[src/include/frs_pkg.sv]
// package: register map, field layout and types of the floppy rate/status register bank
package frs_pkg;

    // ========================================================
    // register map (byte addresses on the wishbone slave)
    // ========================================================
    localparam logic [11:0] ADDR_INPUT_CFG  = 12'h3F7;  // read: input status view, write: rate config
    localparam logic [11:0] ADDR_STATUS0    = 12'h3F8;  // result status byte zero, read-only
    localparam logic [11:0] ADDR_ST0_SRC    = 12'h3FC;  // status byte zero sources, read/write
    localparam logic [11:0] ADDR_OUT_CTRL   = 12'h3FD;  // output control: dma gate, soft reset
    localparam logic [11:0] ADDR_RESULT     = 12'h3FE;  // result data port, read-only
    localparam logic [11:0] ADDR_MODE       = 12'h3FF;  // mode and density state, read-only

    // ========================================================
    // field positions and constants
    // ========================================================
    localparam int          RATE_LO_BIT    = 0;
    localparam int          NO_WRITE_PRECOMP_BIT     = 2;
    localparam int          DMA_GATE_BIT   = 3;
    localparam int          SOFT_RST_BIT   = 2;
    localparam int          DISK_CHANGED_BIT     = 7;
    localparam int          HIDENS_BIT     = 0;
    localparam logic [1:0]  RATE_500K      = 2'h0;
    localparam logic [1:0]  RATE_300K      = 2'h1;
    localparam logic [1:0]  RATE_250K      = 2'h2;
    localparam logic [1:0]  RATE_1M        = 2'h3;
    localparam logic [1:0]  RATE_RESET     = RATE_250K;
    localparam logic [7:0]  ALL_ONES_MID   = 8'h78;     // bits 6:3 set
    localparam logic [7:0]  BYTE_ZERO      = 8'h00;
    localparam logic [7:0]  UNMAPPED_DATA  = 8'h00;
    localparam int          RECAL_STEPS    = 80;

    // compatibility views of the input register
    typedef enum logic [1:0] {
        FRS_MODE_A = 2'h0,
        FRS_MODE_B = 2'h1,
        FRS_MODE_C = 2'h2
    } frs_mode_t;

    // termination codes of status byte zero
    typedef enum logic [1:0] {
        FRS_TERM_NORMAL  = 2'h0,
        FRS_TERM_ABNORM  = 2'h1,
        FRS_TERM_INVALID = 2'h2,
        FRS_TERM_POLL    = 2'h3
    } frs_term_t;

    // status byte zero layout
    typedef struct packed {
        frs_term_t  terminationCode;
        logic       seekDone;
        logic       equipmentFault;
        logic       unused3;
        logic       headNumber;
        logic [1:0] driveNumber;
    } frs_st0_t;

    // classic wishbone request
    typedef struct packed {
        logic        cyc;
        logic        stb;
        logic        we;
        logic [11:0] adr;
        logic [3:0]  sel;
        logic [31:0] dat;
    } frs_wb_req_t;

    // classic wishbone answer
    typedef struct packed {
        logic        ack;
        logic [31:0] dat;
    } frs_wb_rsp_t;

endpackage : frs_pkg

[src/rtl/frs_floppy_rate_status_regs.sv]
// file: register bank for input status views, rate config, density output and status byte zero
`timescale 1ns/1ps
module frs_floppy_rate_status_regs #(
    parameter int RECAL_LIMIT = frs_pkg::RECAL_STEPS
) (
    input  wire logic                clk,
    input  wire logic                rst,
    input  wire frs_pkg::frs_wb_req_t wbReq,
    output frs_pkg::frs_wb_rsp_t      wbRsp,
    output logic [7:0]               hostDataOe,
    input  wire frs_pkg::frs_mode_t   compatMode,
    input  wire logic                diskChanged,
    input  wire logic                densityPolarity,
    input  wire logic                trackZeroIn,
    input  wire logic                stepPulse,
    input  wire logic                recalStart,
    input  wire logic                relSeekOutward,
    input  wire logic                seekComplete,
    input  wire frs_pkg::frs_term_t   termCodeIn,
    input  wire logic                termValid,
    input  wire logic                resultPhase,
    input  wire logic [1:0]          curDrive,
    input  wire logic                curHead,
    output logic                     densityOut,
    output logic [1:0]               rateSelect,
    output logic                     softResetPulse
);

    // ========================================================
    // bus decode
    // ========================================================
    logic        access;
    logic        wrStrobe;
    logic        rdStrobe;
    logic        hitShared;
    logic        hitSt0;
    logic        hitSrc;
    logic        hitCtrl;
    logic        hitResult;
    logic        hitMode;
    logic        lane0;
    // every register here is one byte wide, so a write needs lane 0; a write
    // with lane 0 off is acked and dropped, like one to an unmapped address
    // ack only once per request; the cycle after ack is a gap
    assign access    = wbReq.cyc & wbReq.stb & ~wbRsp.ack;
    assign lane0     = wbReq.sel[0];
    assign wrStrobe  = access & wbReq.we & lane0;
    assign rdStrobe  = access & ~wbReq.we;
    assign hitShared = (wbReq.adr == frs_pkg::ADDR_INPUT_CFG);
    assign hitSt0    = (wbReq.adr == frs_pkg::ADDR_STATUS0);
    assign hitSrc    = (wbReq.adr == frs_pkg::ADDR_ST0_SRC);
    assign hitCtrl   = (wbReq.adr == frs_pkg::ADDR_OUT_CTRL);
    assign hitResult = (wbReq.adr == frs_pkg::ADDR_RESULT);
    assign hitMode   = (wbReq.adr == frs_pkg::ADDR_MODE);

    // ========================================================
    // configuration state
    // ========================================================
    logic [1:0] rate_r;
    logic       noPrecomp_r;
    logic       dmaGate_r;
    logic       density_r;
    logic       softRst_r;
    logic       densityNxt;
    logic       densityBase;
    logic       cfgWrite;
    logic       ctrlWrite;
    logic [1:0] rateWrData;
    logic       noPrecompWrData;
    logic       dmaGateWrData;
    logic       softRstWrData;

    // shared address write
    // the shared address is read-only as a view; a write there always lands
    // in the rate config register, whatever the compatibility mode
    assign cfgWrite        = wrStrobe & hitShared;
    assign ctrlWrite       = wrStrobe & hitCtrl;
    assign rateWrData      = wbReq.dat[frs_pkg::RATE_LO_BIT +: 2];
    assign noPrecompWrData = wbReq.dat[frs_pkg::NO_WRITE_PRECOMP_BIT];
    assign dmaGateWrData   = wbReq.dat[frs_pkg::DMA_GATE_BIT];
    assign softRstWrData   = wbReq.dat[frs_pkg::SOFT_RST_BIT];

    // rate select: only the hardware reset reaches it, so a soft reset keeps
    // the rate that the driver software chose
    always_ff @(posedge clk or posedge rst) begin
        if (rst) begin
            rate_r <= frs_pkg::RATE_RESET;
        end else if (cfgWrite) begin
            rate_r <= rateWrData;
        end
    end

    // store no-precomp
    // kept for read-back only; in modes A and B software writes it as zero,
    // so it only ever shows up in the mode C view
    always_ff @(posedge clk or posedge rst) begin
        if (rst) begin
            noPrecomp_r <= 1'b0;
        end else if (cfgWrite) begin
            noPrecomp_r <= noPrecompWrData;
        end
    end

    // dma gate copy of the output control register, read back in mode C
    always_ff @(posedge clk or posedge rst) begin
        if (rst) begin
            dmaGate_r <= 1'b0;
        end else if (ctrlWrite) begin
            dmaGate_r <= dmaGateWrData;
        end
    end

    // self-clearing soft reset request, high for one cycle after the write;
    // nothing in this bank listens to it, it is meant for the command engine
    always_ff @(posedge clk or posedge rst) begin
        if (rst) begin
            softRst_r <= 1'b0;
        end else begin
            softRst_r <= ctrlWrite & softRstWrData;
        end
    end

    assign densityBase = (rate_r == frs_pkg::RATE_300K) | (rate_r == frs_pkg::RATE_250K);
    assign densityNxt  = densityBase ^ densityPolarity;

    // density reset high
    // registered so the pin never glitches while the rate bits change; the
    // price is a one-cycle lag behind a rate write
    always_ff @(posedge clk or posedge rst) begin
        if (rst) begin
            density_r <= 1'b1;
        end else begin
            density_r <= densityNxt;
        end
    end

    // ========================================================
    // status byte zero sources
    // ========================================================
    logic [7:0] stepCount_r;
    logic       recalActive_r;
    logic       seekDone_r;
    logic       eqFault_r;
    logic       recalFail;
    logic       recalEnd;
    logic       recalStep;
    logic       srcClear;

    assign srcClear  = wrStrobe & hitSrc;
    // recal step limit
    // the limit-th step with track zero still low is the miss; the count is
    // compared before it moves, hence the minus one
    assign recalFail = recalActive_r & stepPulse & ~trackZeroIn
                       & (stepCount_r == 8'(RECAL_LIMIT - 1));
    assign recalEnd  = recalActive_r & (trackZeroIn | recalFail);
    assign recalStep = recalActive_r & stepPulse & ~recalEnd;

    // step counter of the running recalibrate; 8 bits hold a limit up to 256
    always_ff @(posedge clk or posedge rst) begin
        if (rst) begin
            stepCount_r <= 8'h00;
        end else if (recalStart) begin
            stepCount_r <= 8'h00;
        end else if (recalStep) begin
            stepCount_r <= stepCount_r + 8'h01;
        end
    end

    // recalibrate runs until track zero shows or the step limit is hit
    always_ff @(posedge clk or posedge rst) begin
        if (rst) begin
            recalActive_r <= 1'b0;
        end else if (recalStart) begin
            recalActive_r <= 1'b1;
        end else if (recalEnd) begin
            recalActive_r <= 1'b0;
        end
    end

    // seek end flag
    // sticky until software clears it; a completion in the clear cycle wins,
    // so no event slips through a software clear
    always_ff @(posedge clk or posedge rst) begin
        if (rst) begin
            seekDone_r <= 1'b0;
        end else begin
            seekDone_r <= seekComplete | (seekDone_r & ~srcClear);
        end
    end

    // fault flag
    // same set-wins rule as the seek flag
    always_ff @(posedge clk or posedge rst) begin
        if (rst) begin
            eqFault_r <= 1'b0;
        end else begin
            eqFault_r <= recalFail | relSeekOutward | (eqFault_r & ~srcClear);
        end
    end

    frs_pkg::frs_term_t term_r;
    // latched termination code of the last command; it stays until the
    // next command reports, so a late read still sees the last outcome
    // latched termination code of the last command
    always_ff @(posedge clk or posedge rst) begin
        if (rst) begin
            term_r <= frs_pkg::FRS_TERM_NORMAL;
        end else if (termValid) begin
            term_r <= termCodeIn;
        end
    end

    frs_pkg::frs_st0_t st0;
    assign st0.terminationCode = term_r;
    assign st0.seekDone        = seekDone_r;
    assign st0.equipmentFault  = eqFault_r;
    assign st0.unused3         = 1'b0;
    assign st0.headNumber      = curHead;
    assign st0.driveNumber     = curDrive;

    // ========================================================
    // input register views
    // ========================================================
    logic [7:0] viewA;
    logic [7:0] viewB;
    logic [7:0] viewC;
    logic [7:0] viewSel;
    logic [7:0] oeSel;
    logic       dskBit;
    logic       hiDens;

    // all three views are built at once and picked by the mode input, so
    // the mode never has to change while a read is in flight
    // inverted disk change
    assign dskBit = ~diskChanged;
    assign hiDens = densityBase;
    assign viewA  = {dskBit, 7'h00};
    assign viewB  = frs_pkg::ALL_ONES_MID | {dskBit, 4'h0, rate_r, hiDens};
    assign viewC  = {dskBit, 3'h0, dmaGate_r, noPrecomp_r, rate_r};
    // static mode select
    // code 3 is not a defined mode; it falls through to the mode C view
    // rather than leaving the bus undriven
    assign viewSel = (compatMode == frs_pkg::FRS_MODE_A) ? viewA :
                     (compatMode == frs_pkg::FRS_MODE_B) ? viewB : viewC;
    assign oeSel   = (compatMode == frs_pkg::FRS_MODE_A) ? 8'h80 : 8'hFF;

    // ========================================================
    // read mux and answer
    // ========================================================
    logic [7:0] rdByte;
    logic [7:0] rdOe;
    logic [7:0] ctrlByte;
    logic [7:0] resultByte;
    logic [7:0] modeByte;

    // read-back of the output control register: only the dma gate is kept,
    // the soft reset bit clears itself and reads as zero
    assign ctrlByte   = {4'h0, dmaGate_r, 3'h0};
    // result port
    // outside a result phase the port reads zero rather than stale status
    assign resultByte = resultPhase ? st0 : frs_pkg::BYTE_ZERO;
    // mode and density state, for diagnostics
    assign modeByte   = {4'h0, density_r, 1'b0, compatMode};

    // address select of the read data and of its drive enables
    assign rdByte = hitShared ? viewSel :
                    hitSt0    ? st0 :
                    hitSrc    ? st0 :
                    hitCtrl   ? ctrlByte :
                    hitResult ? resultByte :
                    hitMode   ? modeByte :
                    frs_pkg::UNMAPPED_DATA;
    // mode A leaves bits 6:0 undriven
    assign rdOe   = hitShared ? oeSel : 8'hFF;

    // one wait-free answer: ack one edge after the request, for one cycle;
    // read data stands only with ack and is zero otherwise, so a late look
    // at the bus never sees a stale byte
    always_ff @(posedge clk or posedge rst) begin
        if (rst) begin
            wbRsp <= '0;
        end else begin
            wbRsp.ack <= access;
            wbRsp.dat <= rdStrobe ? {24'h000000, rdByte} : 32'h00000000;
        end
    end

    // per-bit drive enables that stand with the read data; the pad ring
    // turns them into tri-state controls, this bank never floats a level
    always_ff @(posedge clk or posedge rst) begin
        if (rst) begin
            hostDataOe <= 8'h00;
        end else begin
            hostDataOe <= rdStrobe ? rdOe : 8'h00;
        end
    end

    assign densityOut     = density_r;
    assign rateSelect     = rate_r;
    assign softResetPulse = softRst_r;

endmodule : frs_floppy_rate_status_regs

[config.mk]
export PLATFORM = sky130hd
export DESIGN_NAME = frs_floppy_rate_status_regs
export DESIGN_NICKNAME = d
export VERILOG_FILES = /design/src/include/frs_pkg.sv /design/src/rtl/frs_floppy_rate_status_regs.sv
export SDC_FILE = /design/constraint.sdc
export NUM_CORES = 1
export LEC_CHECK = 0
export BUFFER_PORTS_ARGS = -buffer_cell sky130_fd_sc_hd__buf_2
export CAP_MARGIN = 20
export CORE_MARGIN = 4
export CORE_UTILIZATION = 30
export DETAILED_ROUTE_END_ITERATION = 16
export PLACE_DENSITY_LB_ADDON = 0.1
export SYNTH_ARGS = -nofsm -noshare
export SYNTH_HDL_FRONTEND = slang
export SYNTH_SLANG_ARGS = --single-unit
[constraint.sdc]
create_clock -name clk -period 3.2 [get_ports clk]
set_input_delay 0.64 -clock clk [delete_from_list [all_inputs] [get_ports clk]]
set_output_delay 0.64 -clock clk [all_outputs]
set_load 0.1 [all_outputs]
# Yosys cells after proc, flatten, opt, wreduce, memory -nomap -nowiden
# Index checks and enable logic that the tools add are counted.
# word_totals
regBits	36
out_inout_bits	45
wordCells	72
# classes
add_sub_neg	1
eq_ne	10
n_mux	17
bitwise	28
n_reduce_logical	3
# ops
operator	n
$mux W8	10
$eq A12 B10 Y1 const B	6
$mux W7	4
$and A1 B1 Y1	16
$add A8 B1 Y8 const B	1
$eq A8 B7 Y1 const B	1
$not A1 Y1	6
$or A1 B1 Y1	5
$eq A2 B1 Y1 const B	2
$mux W4	1
$reduce_bool A2 Y1	2
$eq A2 B2 Y1 const B	1
$logic_not A2 Y1	1
$mux W1	2
$xor A1 B1 Y1	1

# Depth between registers and ports, before layout
# Gate-level depths: netlist (run 1).
# depth
word_depth	9
depth_mapped	5

# Worst setup path after synthesis (run 1)
# Ideal clock, no wire load.
# synth_path
kind	reg-to-reg
start	register wbRsp[32] in the netlist's numbering
end	register wbRsp[3] in the netlist's numbering
t_arrival_ns	2.034
required_ns	3.078
path_slack_ns	1.045
stages_incl_launch_ff	6
n_path_buf	1
synth_period_minus_slack_ns	2.155
cell_sequence	dfrtp_1 -> nand3b_4 -> or2_1 -> buf_6 -> or3_4 -> a2111oi_1
# synth_via
elab_chain_cells	4
# synth_rtl
item	line	source
from (decl)	frs_floppy_rate_status_regs.sv:9	output frs_pkg::frs_wb_rsp_t wbRsp,
$not A1 Y1	frs_floppy_rate_status_regs.sv:45	assign access = wbReq.cyc & wbReq.stb & ~wbRsp.ack;
$and A1 B1 Y1	frs_floppy_rate_status_regs.sv:45	
$and A1 B1 Y1	frs_floppy_rate_status_regs.sv:48	assign rdStrobe = access & ~wbReq.we;
$mux W8	frs_floppy_rate_status_regs.sv:284	wbRsp.dat <= rdStrobe ? {24'h000000, rdByte} : 32'h00000000;
# No other way between the ends.
# A chain may end at the register's enable or synchronous reset.

# Worst setup path in the final report (run 1)
# layout_path
start	input wbReq[49] in the netlist's numbering
end	register wbRsp[3] in the netlist's numbering
# layout_via
elab_chain_cells	4
# layout_rtl
item	line	source
from (decl)	frs_floppy_rate_status_regs.sv:8	input wire frs_pkg::frs_wb_req_t wbReq,
$and A1 B1 Y1 (2 in series)	frs_floppy_rate_status_regs.sv:45	
$and A1 B1 Y1	frs_floppy_rate_status_regs.sv:48	
$mux W8	frs_floppy_rate_status_regs.sv:284	
# No other way between the ends.

==> run_results.csv, run 1 <==
group,metric,value,unit
setup_path,ff2ff_setup_slack,1.25,ns
die,initial_core_util,0.3077,
clock_network,cts_made_buffers,5,
sta,setup_viol,0,
cells_and_area,layout.nets,291,
cells_and_area,layout-drive-gt1-share,0.3514,
clock_network,clockBufferDepth,2,
setup_path,reg2regPathDepth,4,
die,coreArea,5473,um^2
logic_synthesis,netlist_area,1684,um^2
die,die-area,6877,um^2
clock_network,clockRootBuffer,"clkbuf_8",
pwr,p_comb_frac,0.248,
placed_design,place_area,1913,um^2
pwr,switchingPower,0.3386,mW
setup_path,slowest_delay,0.48,ns
die,boundaryPins,114,
clock_network,cts_setup_buffers,0,
clock_network,clock_latency,0.28,ns
cells_and_area,utilization,0.3663,
logic_synthesis,synth_common_cells,"30 x buf_4, 28 x dfrtp_1, 10 x a21oi_1, 10 x nor2_1",
grt,grt_pass1_wl,6265,um
clock_network,cts.reportedPaths.clkPinSlew,0.06,ns
sta,hold_viol,0,
die,die_x,82.93,um
setup_path,reg2reg_to,"wbRsp[3]",
sta,fmaxAchievable,508.5,MHz
routing,ant_nets,0,
pwr,ir_drop,0.1864,mV
pwr,p_seq_frac,0.420,
placed_design,place_ws,0.9691,ns
outcome,status,"finished, final reports clean",
cells_and_area,fin_area,2004,um^2
clock_network,htree_num_levels,2,
routing,routed_wl,3679,um
clock_network,clock_sinks,30,
logic_synthesis,syn-mean-instance-area,10.21,um^2
routing,wl_per_cell,12.51,um
logic_synthesis,ys_ff_latch,30,
routing,drtIter0Drc,56,
grt,grt_max_degree,31,
logic_synthesis,ys_warn_count,0,
setup_path,crit_fanout,8,
clock_network,cts_tree,"done",
sta,period_minus_slack,1.967,ns
logic_synthesis,yosysTopAreaCellShare,0.4160,
clock_network,post_cts_resized,0,
placed_design,dpl.cell_count,286,
cells_and_area,areaGrowthSynthToFinish,19.02,%
setup_path,r2r-start,"wbRsp[32]",
setup_path,critPathSlowestCell,"a2111oi_1",
cells_and_area,fillers,577,
routing,vias,1253,
logic_synthesis,synthArstFlopShare,1.000,
pwr,finalPower,0.9316,mW
sta,timing.final.ws_setup,1.233,ns
sta,slew_violations,0,
clock_network,cts_hold_buffers,0,
sta,max-slew-margin-rel,0.5127,
routing,firstDrtPassIters,4,
logic_synthesis,synth_cell_types,43,
sta,fin_worst_skew,0.005489,ns
cells_and_area,multi_input_area,738.2,um^2
logic_synthesis,ys_seq_area_frac,0.4473,
hold_path,hold_class,"in2async",
setup_path,endpoint_kind,"flop",
pwr,power.leakage,0.9907,nW
sta,rsz0062_at_grt,"false",
placed_design,gp_congestion,0.7946,
logic_synthesis,synthTopCellsByArea,"dfrtp_1 42%, buf_4 13%, xnor2_1 4.2%, mux2_2 4.0%, dfstp_2 3.1%",
logic_synthesis,yosys.cell_count.top_type,"buf_4",
setup_path,critical_path.cell_chain,"buf_2, nand3b_4, or2_1, or3_4, a2111oi_1",
setup_path,crit_arrival,2.08,ns
pwr,p_sw_frac,0.3634,
sta,tns,0,ns
cells_and_area,seqCellArea,753.2,um^2
logic_synthesis,syn_inst,165,
cells_and_area,antennaDiodeCount,0,
placed_design,dpl.hpwl,2908,um
logic_synthesis,synth_ff_type,"dfrtp_1",
cells_and_area,fin_cells,294,
grt,antenna_found_initial,0,
logic_synthesis,synth_edf_count,0,
grt,grt_pass1_vias,1296,
pwr,intPower,0.5931,mW
setup_path,crit_type,"in2reg",
pwr,pwr_density_cell,464.8,nW/um^2
placed_design,io_buffers,58,
die,std_cell_rows,27,
grt,grt_overflow,0,
run,drv_cap,0,
setup_path,cp-start-kind,"input pin",
grt,grt_usage,0.1128,
pwr,clkPwrFrac,0.332,
sta,worst_pin_slew,0.7208,ns
die,die-height,82.93,um
setup_path,required,3.31,ns
routing,route.detailed.drc,0,
routing,via_per_inst,4.262,
logic_synthesis,yosys.area.top_type,"dfrtp_1",
sta,timing.final.crit_share,0.6146,
sta,whs,0.4261,ns
[worst max-delay path by stage]
stage	from	end	slack, ns	depth (start not counted)
6_report	wbReq[49]	wbRsp[3]	1.23	5
5_1_grt	wbReq[46]	rateSelect[0]	1.11	5
4_1_cts	rateSelect[1]	rateSelect[1]	1.23	1
3_5_place_dp	wbReq[46]	rateSelect[0]	0.97	5
3_3_place_gp	wbReq[46]	rateSelect[0]	0.93	5
2_1_floorplan	wbRsp[32]	wbRsp[3]	1.04	5
[kinds of logic after synthesis]
kind of cell	after synthesis	share of synthesized area
simple gates	47	0.1724
flops	30	0.4472
buf+inv	42	0.1657
compound gates	29	0.1174
fa+ha+maj	1	0.007428
mux	7	0.04606
xor+xnor	8	0.04161
other cells	1	0.002227
[per-layer routing]
layer  global-route usage  wire length, um
met1               0.1408             1609
met2               0.1844             1802
met3              0.04563              244
met4              0.02229               23
met5                    0                0
[worst max-delay path: cells and delay by family]
family | cells | cell delay, ns
AND/OR/NAND/NOR | 3 | 0.85
AO/OA/AOI/OAI | 1 | 0.48
buffers and inverters | 1 | 0.10
[cell type report]
type / instances / area share
flip-flops and latches: 30 / 0.3758
multi-input cells: 116 / 0.3683
repair buffers: 59 / 0.1486
well taps: 72 / 0.04494
clock buffers: 7 / 0.04307
inverters: 9 / 0.01685
clock inverters: 1 / 0.002497
[layout by cell type (no fill, tap or decap), types with 4 or more instances in the layout]
master	instances
a211oi_1	5
a21oi_1	10
buf_2	58
clkbuf_8	6
conb_1	24
dfrtp_1	28
inv_1	9
mux2_2	6
nand2_1	9
nand3_1	4
nor2_1	10
xnor2_1	8
[power groups by stage]
| stage | clock [mW] | sequential (mW) | combinational (mW) |
|---|---|---|---|
| floorplan | 0 | 0.415 | 0.203 |
| global placement | 0 | 0.398 | 0.232 |
| detailed placement | 0 | 0.398 | 0.233 |
| global route | 0.343 | 0.392 | 0.243 |
| finish | 0.309 | 0.391 | 0.231 |
| CTS | 0.320 | 0.391 | 0.233 |
[registers in the layout (all words and copies together), names as in the netlist]
name            count
hostDataOe          2
densityOut          1
eqFault_r           1
wbRsp               9
rateSelect          2
term_r              2
seekDone_r          1
softResetPulse      1
dmaGate_r           1
stepCount_r         8
noPrecomp_r         1
recalActive_r       1
Power figures use the tool's default switching activity.
==> inputs of run 2 (changes only) <==
Clock period 3.2 ns to 2.03 ns, I/O delays scaled along.
==> run_results.csv, run 2 (synthesis gave the netlist of run 1 again) <==
group,metric,value,unit
die,coreArea,5473,um^2
clock_network,cts_setup_buffers,0,
routing,ant_nets,0,
setup_path,crit_start,"wbRsp[32]",
sta,tns,0,ns
grt,use_met1,0.1346,
cells_and_area,layout.nets,299,
routing,vias,1319,
die,die_x,82.93,um
routing,routed_wl,3736,um
cells_and_area,seqCellArea,754.5,um^2
clock_network,cts_made_buffers,5,
sta,timing.final.crit_share,0.8627,
setup_path,crit_end,"wbRsp[3]",
cells_and_area,final_common_cell,"buf_2",
grt,grt_max_degree,31,
sta,period_minus_slack,1.751,ns
placed_design,place_area,1974,um^2
sta,setup_viol,0,
cells_and_area,fillers,609,
placed_design,dpl.hpwl,3002,um
setup_path,cp-start-kind,"flop",
clock_network,htree_num_levels,2,
placed_design,gp_congestion,0.7745,
sta,slew_violations,0,
setup_path,reg2reg_to,"wbRsp[3]",
clock_network,clock_sinks,30,
sta,rsz0062_at_grt,"false",
outcome,status,"finished, final reports clean",
sta,fmaxAchievable,571.0,MHz
cells_and_area,fin_area,2066,um^2
cells_and_area,top_register,"wbRsp",
setup_path,r2r-start,"wbRsp[32]",
cells_and_area,largest_reg_flops,9,
routing,wl_per_cell,12.37,um
sta,fin_worst_skew,0.006246,ns
hold_path,hold_class,"in2async",
cells_and_area,antennaDiodeCount,0,
setup_path,crit_arrival,1.88,ns
setup_path,reg2regPathDepth,4,
setup_path,crit_type,"reg2reg",
cells_and_area,fin_cells,302,
grt,grt_pass1_wl,6272,um
placed_design,dpl.cell_count,294,
routing,firstDrtPassIters,4,
clock_network,clockBufferDepth,2,
setup_path,ff2ff_setup_slack,0.28,ns
grt,grtUsageMet3,0.03968,
pwr,finalPower,1.470,mW
grt,antenna_found_initial,0,
clock_network,cts_hold_buffers,0,
pwr,power.leakage,1.029,nW
routing,route.detailed.drc,0,
setup_path,crit_fanout,3,
grt,grt_usage,0.1130,
pwr,pwr_density_cell,711.5,nW/um^2
routing,drtIter0Drc,59,
cells_and_area,layout_common_cells,"58 x buf_2, 27 x dfrtp_1, 24 x conb_1",
die,die-area,6877,um^2
routing,via_per_inst,4.368,
clock_network,cts_tree,"done",
die,boundaryPins,114,
die,initial_core_util,0.3077,
clock_network,post_cts_resized,0,
cells_and_area,areaGrowthSynthToFinish,22.66,%
grt,grt_pass1_vias,1346,
grt,use_met2,0.1902,
clock_network,cts.reportedPaths.clkPinSlew,0.06,ns
cells_and_area,reg.largest.list,"wbRsp: 9 flops, stepCount_r: 8 flops",
grt,globalRoute.busiestLayer,"met2",
placed_design,io_buffers,58,
sta,whs,0.1954,ns
die,die-height,82.93,um
cells_and_area,multi_input_area,738.2,um^2
pwr,ir_drop,0.3362,mV
run,drv_cap,0,
clock_network,clock_latency,0.28,ns
cells_and_area,layout-drive-gt1-share,0.3783,
setup_path,endpoint_kind,"flop",
sta,hold_viol,0,
setup_path,required,2.16,ns
clock_network,clockRootBuffer,"clkbuf_8",
die,std_cell_rows,27,
grt,grt_overflow,0,
## run 2: cell count changes in the layout (fill, tap and decap cells not counted)
cell,previous run,this run
dfrtp_2,0,1
buf_4,1,9
dfrtp_1,28,27
## run 2: worst min path at each step
stage | endpoint | from | cells past startpoint | slack [ns]
floorplan | seekDone_r | seekDone_r | 1 | 0.45
global placement | seekDone_r | seekDone_r | 1 | 0.46
detailed placement | eqFault_r | eqFault_r | 1 | 0.48
CTS | stepCount_r[4] | rst | 3 | 0.21
global route | eqFault_r | rst | 3 | 0.24
finish | wbRsp[0] | rst | 3 | 0.20
## run 2: report_power, final
part	internal (mW)	switching, mW	leakage (nW)
registers	0.610	0.00664	0.390
clock network	0.273	0.211	0.0482
logic	0.0549	0.315	0.590
## run 2: layout make-up
class	count	area share
Sequential cell	30	0.3652
Multi-Input combinational cell	116	0.3574
Timing Repair Buffer	67	0.1732
Tap cell	72	0.04361
Clock buffer	7	0.04179
Inverter	9	0.01635
Clock inverter	1	0.002423
## run 2: layer usage
| metal | up-vias | wire [um] |
|---|---|---|
| li1 | 650 | - |
| met1 | 607 | 1535 |
| met2 | 53 | 1863 |
| met3 | 9 | 274 |
| met4 | 0 | 63 |
| met5 | - | 0 |
## run 2: critical path, cell delays in order, from the launching register on
cell and delay [ns]:
dfrtp_2 0.40, nand3b_4 0.16, or2_1 0.22, or3_4 0.41, a2111oi_1 0.42
## run 2: metrics by stage
stage / utilization / setup WS, ns
floorplan: - / 0.07520
global placement: 0.3608 / 0.1882
finish: 0.3775 / 0.2788
global route: 0.3775 / 0.1642
CTS: 0.3775 / 0.2878
detailed placement: 0.3608 / 0.1901
==> inputs of run 3 (changes only) <==
Settings changed: ABC_AREA set to 1.
==> run_results.csv, run 3 <==
group,metric,value,unit
sta,period_minus_slack,1.655,ns
clock_network,clock_sinks,30,
routing,vias,1555,
cells_and_area,final_common_cell,"buf_2",
hold_path,hold_class,"in2async",
setup_path,critPathSlowestCell,"dfstp_2",
pwr,power.leakage,1.277,nW
die,die-area,7764,um^2
grt,grt_max_degree,31,
die,die-height,88.12,um
routing,ant_nets,0,
sta,rsz0062_at_grt,"false",
outcome,status,"finished, final reports clean",
sta,hold_viol,0,
logic_synthesis,synth_edf_count,0,
pwr,pwr_density_cell,700.5,nW/um^2
cells_and_area,layout-drive-gt1-share,0.3186,
routing,route.detailed.drc,0,
logic_synthesis,ys_ff_latch,30,
logic_synthesis,netlist_area,1926,um^2
cells_and_area,layout_common_cells,"58 x buf_2, 47 x nand2_1, 29 x inv_1",
setup_path,crit_fanout,3,
pwr,ir_drop,0.4250,mV
routing,drtIter0Drc,62,
routing,firstDrtPassIters,4,
sta,fin_worst_skew,0.004718,ns
clock_network,htree_num_levels,2,
run,drv_cap,0,
cells_and_area,antennaDiodeCount,0,
die,die_x,88.12,um
logic_synthesis,yosysTopAreaCellShare,0.3639,
cells_and_area,top_register,"wbRsp",
logic_synthesis,ys_seq_area_frac,0.3912,
logic_synthesis,synth_ff_type,"dfrtp_1",
clock_network,cts_made_buffers,5,
clock_network,clockRootBuffer,"clkbuf_8",
clock_network,cts_hold_buffers,0,
cells_and_area,reg.largest.list,"wbRsp: 9 flops, stepCount_r: 8 flops",
grt,grt_pass1_vias,1512,
clock_network,post_cts_resized,0,
cells_and_area,largest_reg_flops,9,
placed_design,gp_congestion,0.7768,
routing,routed_wl,4174,um
die,coreArea,6061,um^2
clock_network,clockBufferDepth,2,
setup_path,slowest_delay,0.54,ns
setup_path,critical_path.cell_chain,"buf_2",
sta,timing.final.crit_share,0.8153,
pwr,finalPower,1.599,mW
logic_synthesis,synth_common_cells,"47 x nand2_1, 30 x buf_4, 29 x inv_1",
die,std_cell_rows,28,
routing,wl_per_cell,11.28,um
cells_and_area,layout.nets,364,
setup_path,crit_arrival,1.25,ns
setup_path,cp-start-kind,"flop",
routing,via_per_inst,4.203,
setup_path,path_buf_inv,1,
grt,grt_usage,0.1163,
sta,tns,0,ns
die,boundaryPins,114,
placed_design,dpl.hpwl,3342,um
placed_design,io_buffers,58,
sta,setup_viol,0,
logic_synthesis,syn-mean-instance-area,8.159,um^2
setup_path,required,1.62,ns
logic_synthesis,ys_warn_count,0,
setup_path,ff2ff_setup_slack,0.53,ns
setup_path,endpoint_kind,"output pin",
setup_path,crit_family,"flip-flops",
logic_synthesis,syn_inst,236,
logic_synthesis,yosys.area.top_type,"dfrtp_1",
logic_synthesis,synthTopCellsByArea,"dfrtp_1 36%, buf_4 12%, nand2_1 9.2%, inv_1 5.7%, nor2_1 3.9%",
logic_synthesis,synth_cell_types,35,
logic_synthesis,synthArstFlopShare,1.000,
grt,grt_pass1_wl,7038,um
setup_path,crit_type,"reg2out",
clock_network,cts_setup_buffers,0,
sta,slew_violations,0,
logic_synthesis,yosys.cell_count.top_type,"nand2_1",
grt,antenna_found_initial,0,
clock_network,cts.reportedPaths.clkPinSlew,0.07,ns
clock_network,clock_latency,0.27,ns
die,initial_core_util,0.3177,
grt,grt_overflow,0,
cells_and_area,areaGrowthSynthToFinish,18.52,%
sta,fmaxAchievable,604.2,MHz
clock_network,cts_tree,"done",
## run 3: area by class of cell
type / count / area [um^2]
clock buffer: 5 / 68.82
clock inverter: 3 / 40.04
fill: 643 / 3779
inverter: 31 / 121.4
multi-input combinational: 167 / 907.1
sequential: 30 / 753.2
tap: 75 / 93.84
timing repair buffer: 59 / 297.8
## run 3: worst paths after layout
| check | start | to | depth (start not counted) |
|---|---|---|---|
| min | rst | wbRsp[7] | 3 |
| max | rateSelect[1] | rateSelect[1] | 1 |
| min in group clk | densityPolarity | densityOut | 2 |
| max reg2reg | stepCount_r[0] | stepCount_r[2] | 8 |
| max in group asynchronous | rst | rateSelect[1] | 3 |
| min reg2reg | wbRsp[32] | wbRsp[32] | 1 |
## run 3: through the flow
| step | util | worst slack (ns) | cell area [um^2] | std cells | hold WS, ns |
|---|---|---|---|---|---|
| final | 0.3765 | 0.3750 | 2282 | 370 | 0.1947 |
| after global routing | 0.3765 | 0.3231 | 2282 | 370 | 0.2286 |
| after CTS | 0.3765 | 0.3522 | 2282 | 370 | 0.2087 |
| after detailed placement | 0.3586 | 0.4150 | 2173 | 362 | 0.4409 |
| after global placement | 0.3586 | 0.4138 | 2173 | 362 | 0.4254 |
| after floorplan | - | 0.2170 | 2012 | 259 | 0.4534 |
## run 3: cells by family after synthesis
| family | count (synthesis) | synth area share |
|---|---|---|
| simple gates | 102 | 0.2833 |
| buf+inv | 62 | 0.1826 |
| compound gates | 32 | 0.09552 |
| flops | 30 | 0.3912 |
| xor+xnor | 6 | 0.02730 |
| mux | 2 | 0.01170 |
| fa+ha+maj | 1 | 0.006497 |
| other cells | 1 | 0.001947 |
## run 3: power breakdown
| group | leakage, nW | total (mW) | internal, mW | switching, mW |
|---|---|---|---|---|
| logic | 0.838 | 0.394 | 0.0585 | 0.336 |
| registers | 0.381 | 0.621 | 0.612 | 0.00949 |
| clock network | 0.0579 | 0.583 | 0.361 | 0.223 |
## run 3: worst reg2reg max path, stage by stage (launching register included)
cell and delay [ns]:
dfrtp_1 0.41, ha_1 0.22, nand2_2 0.08, nor2_2 0.14
nand4_2 0.14, nand3_4 0.13, nand2_4 0.09, a21oi_1 0.13
nor2_1 0.05
## run 3: routing by layer
layer / up-vias / GRT usage / wire, um
met5: - / 0 / 0
met2: 47 / 0.1884 / 1947
met4: 0 / 0.03159 / 19
met3: 3 / 0.04139 / 361
li1: 811 / - / -
met1: 694 / 0.1475 / 1846
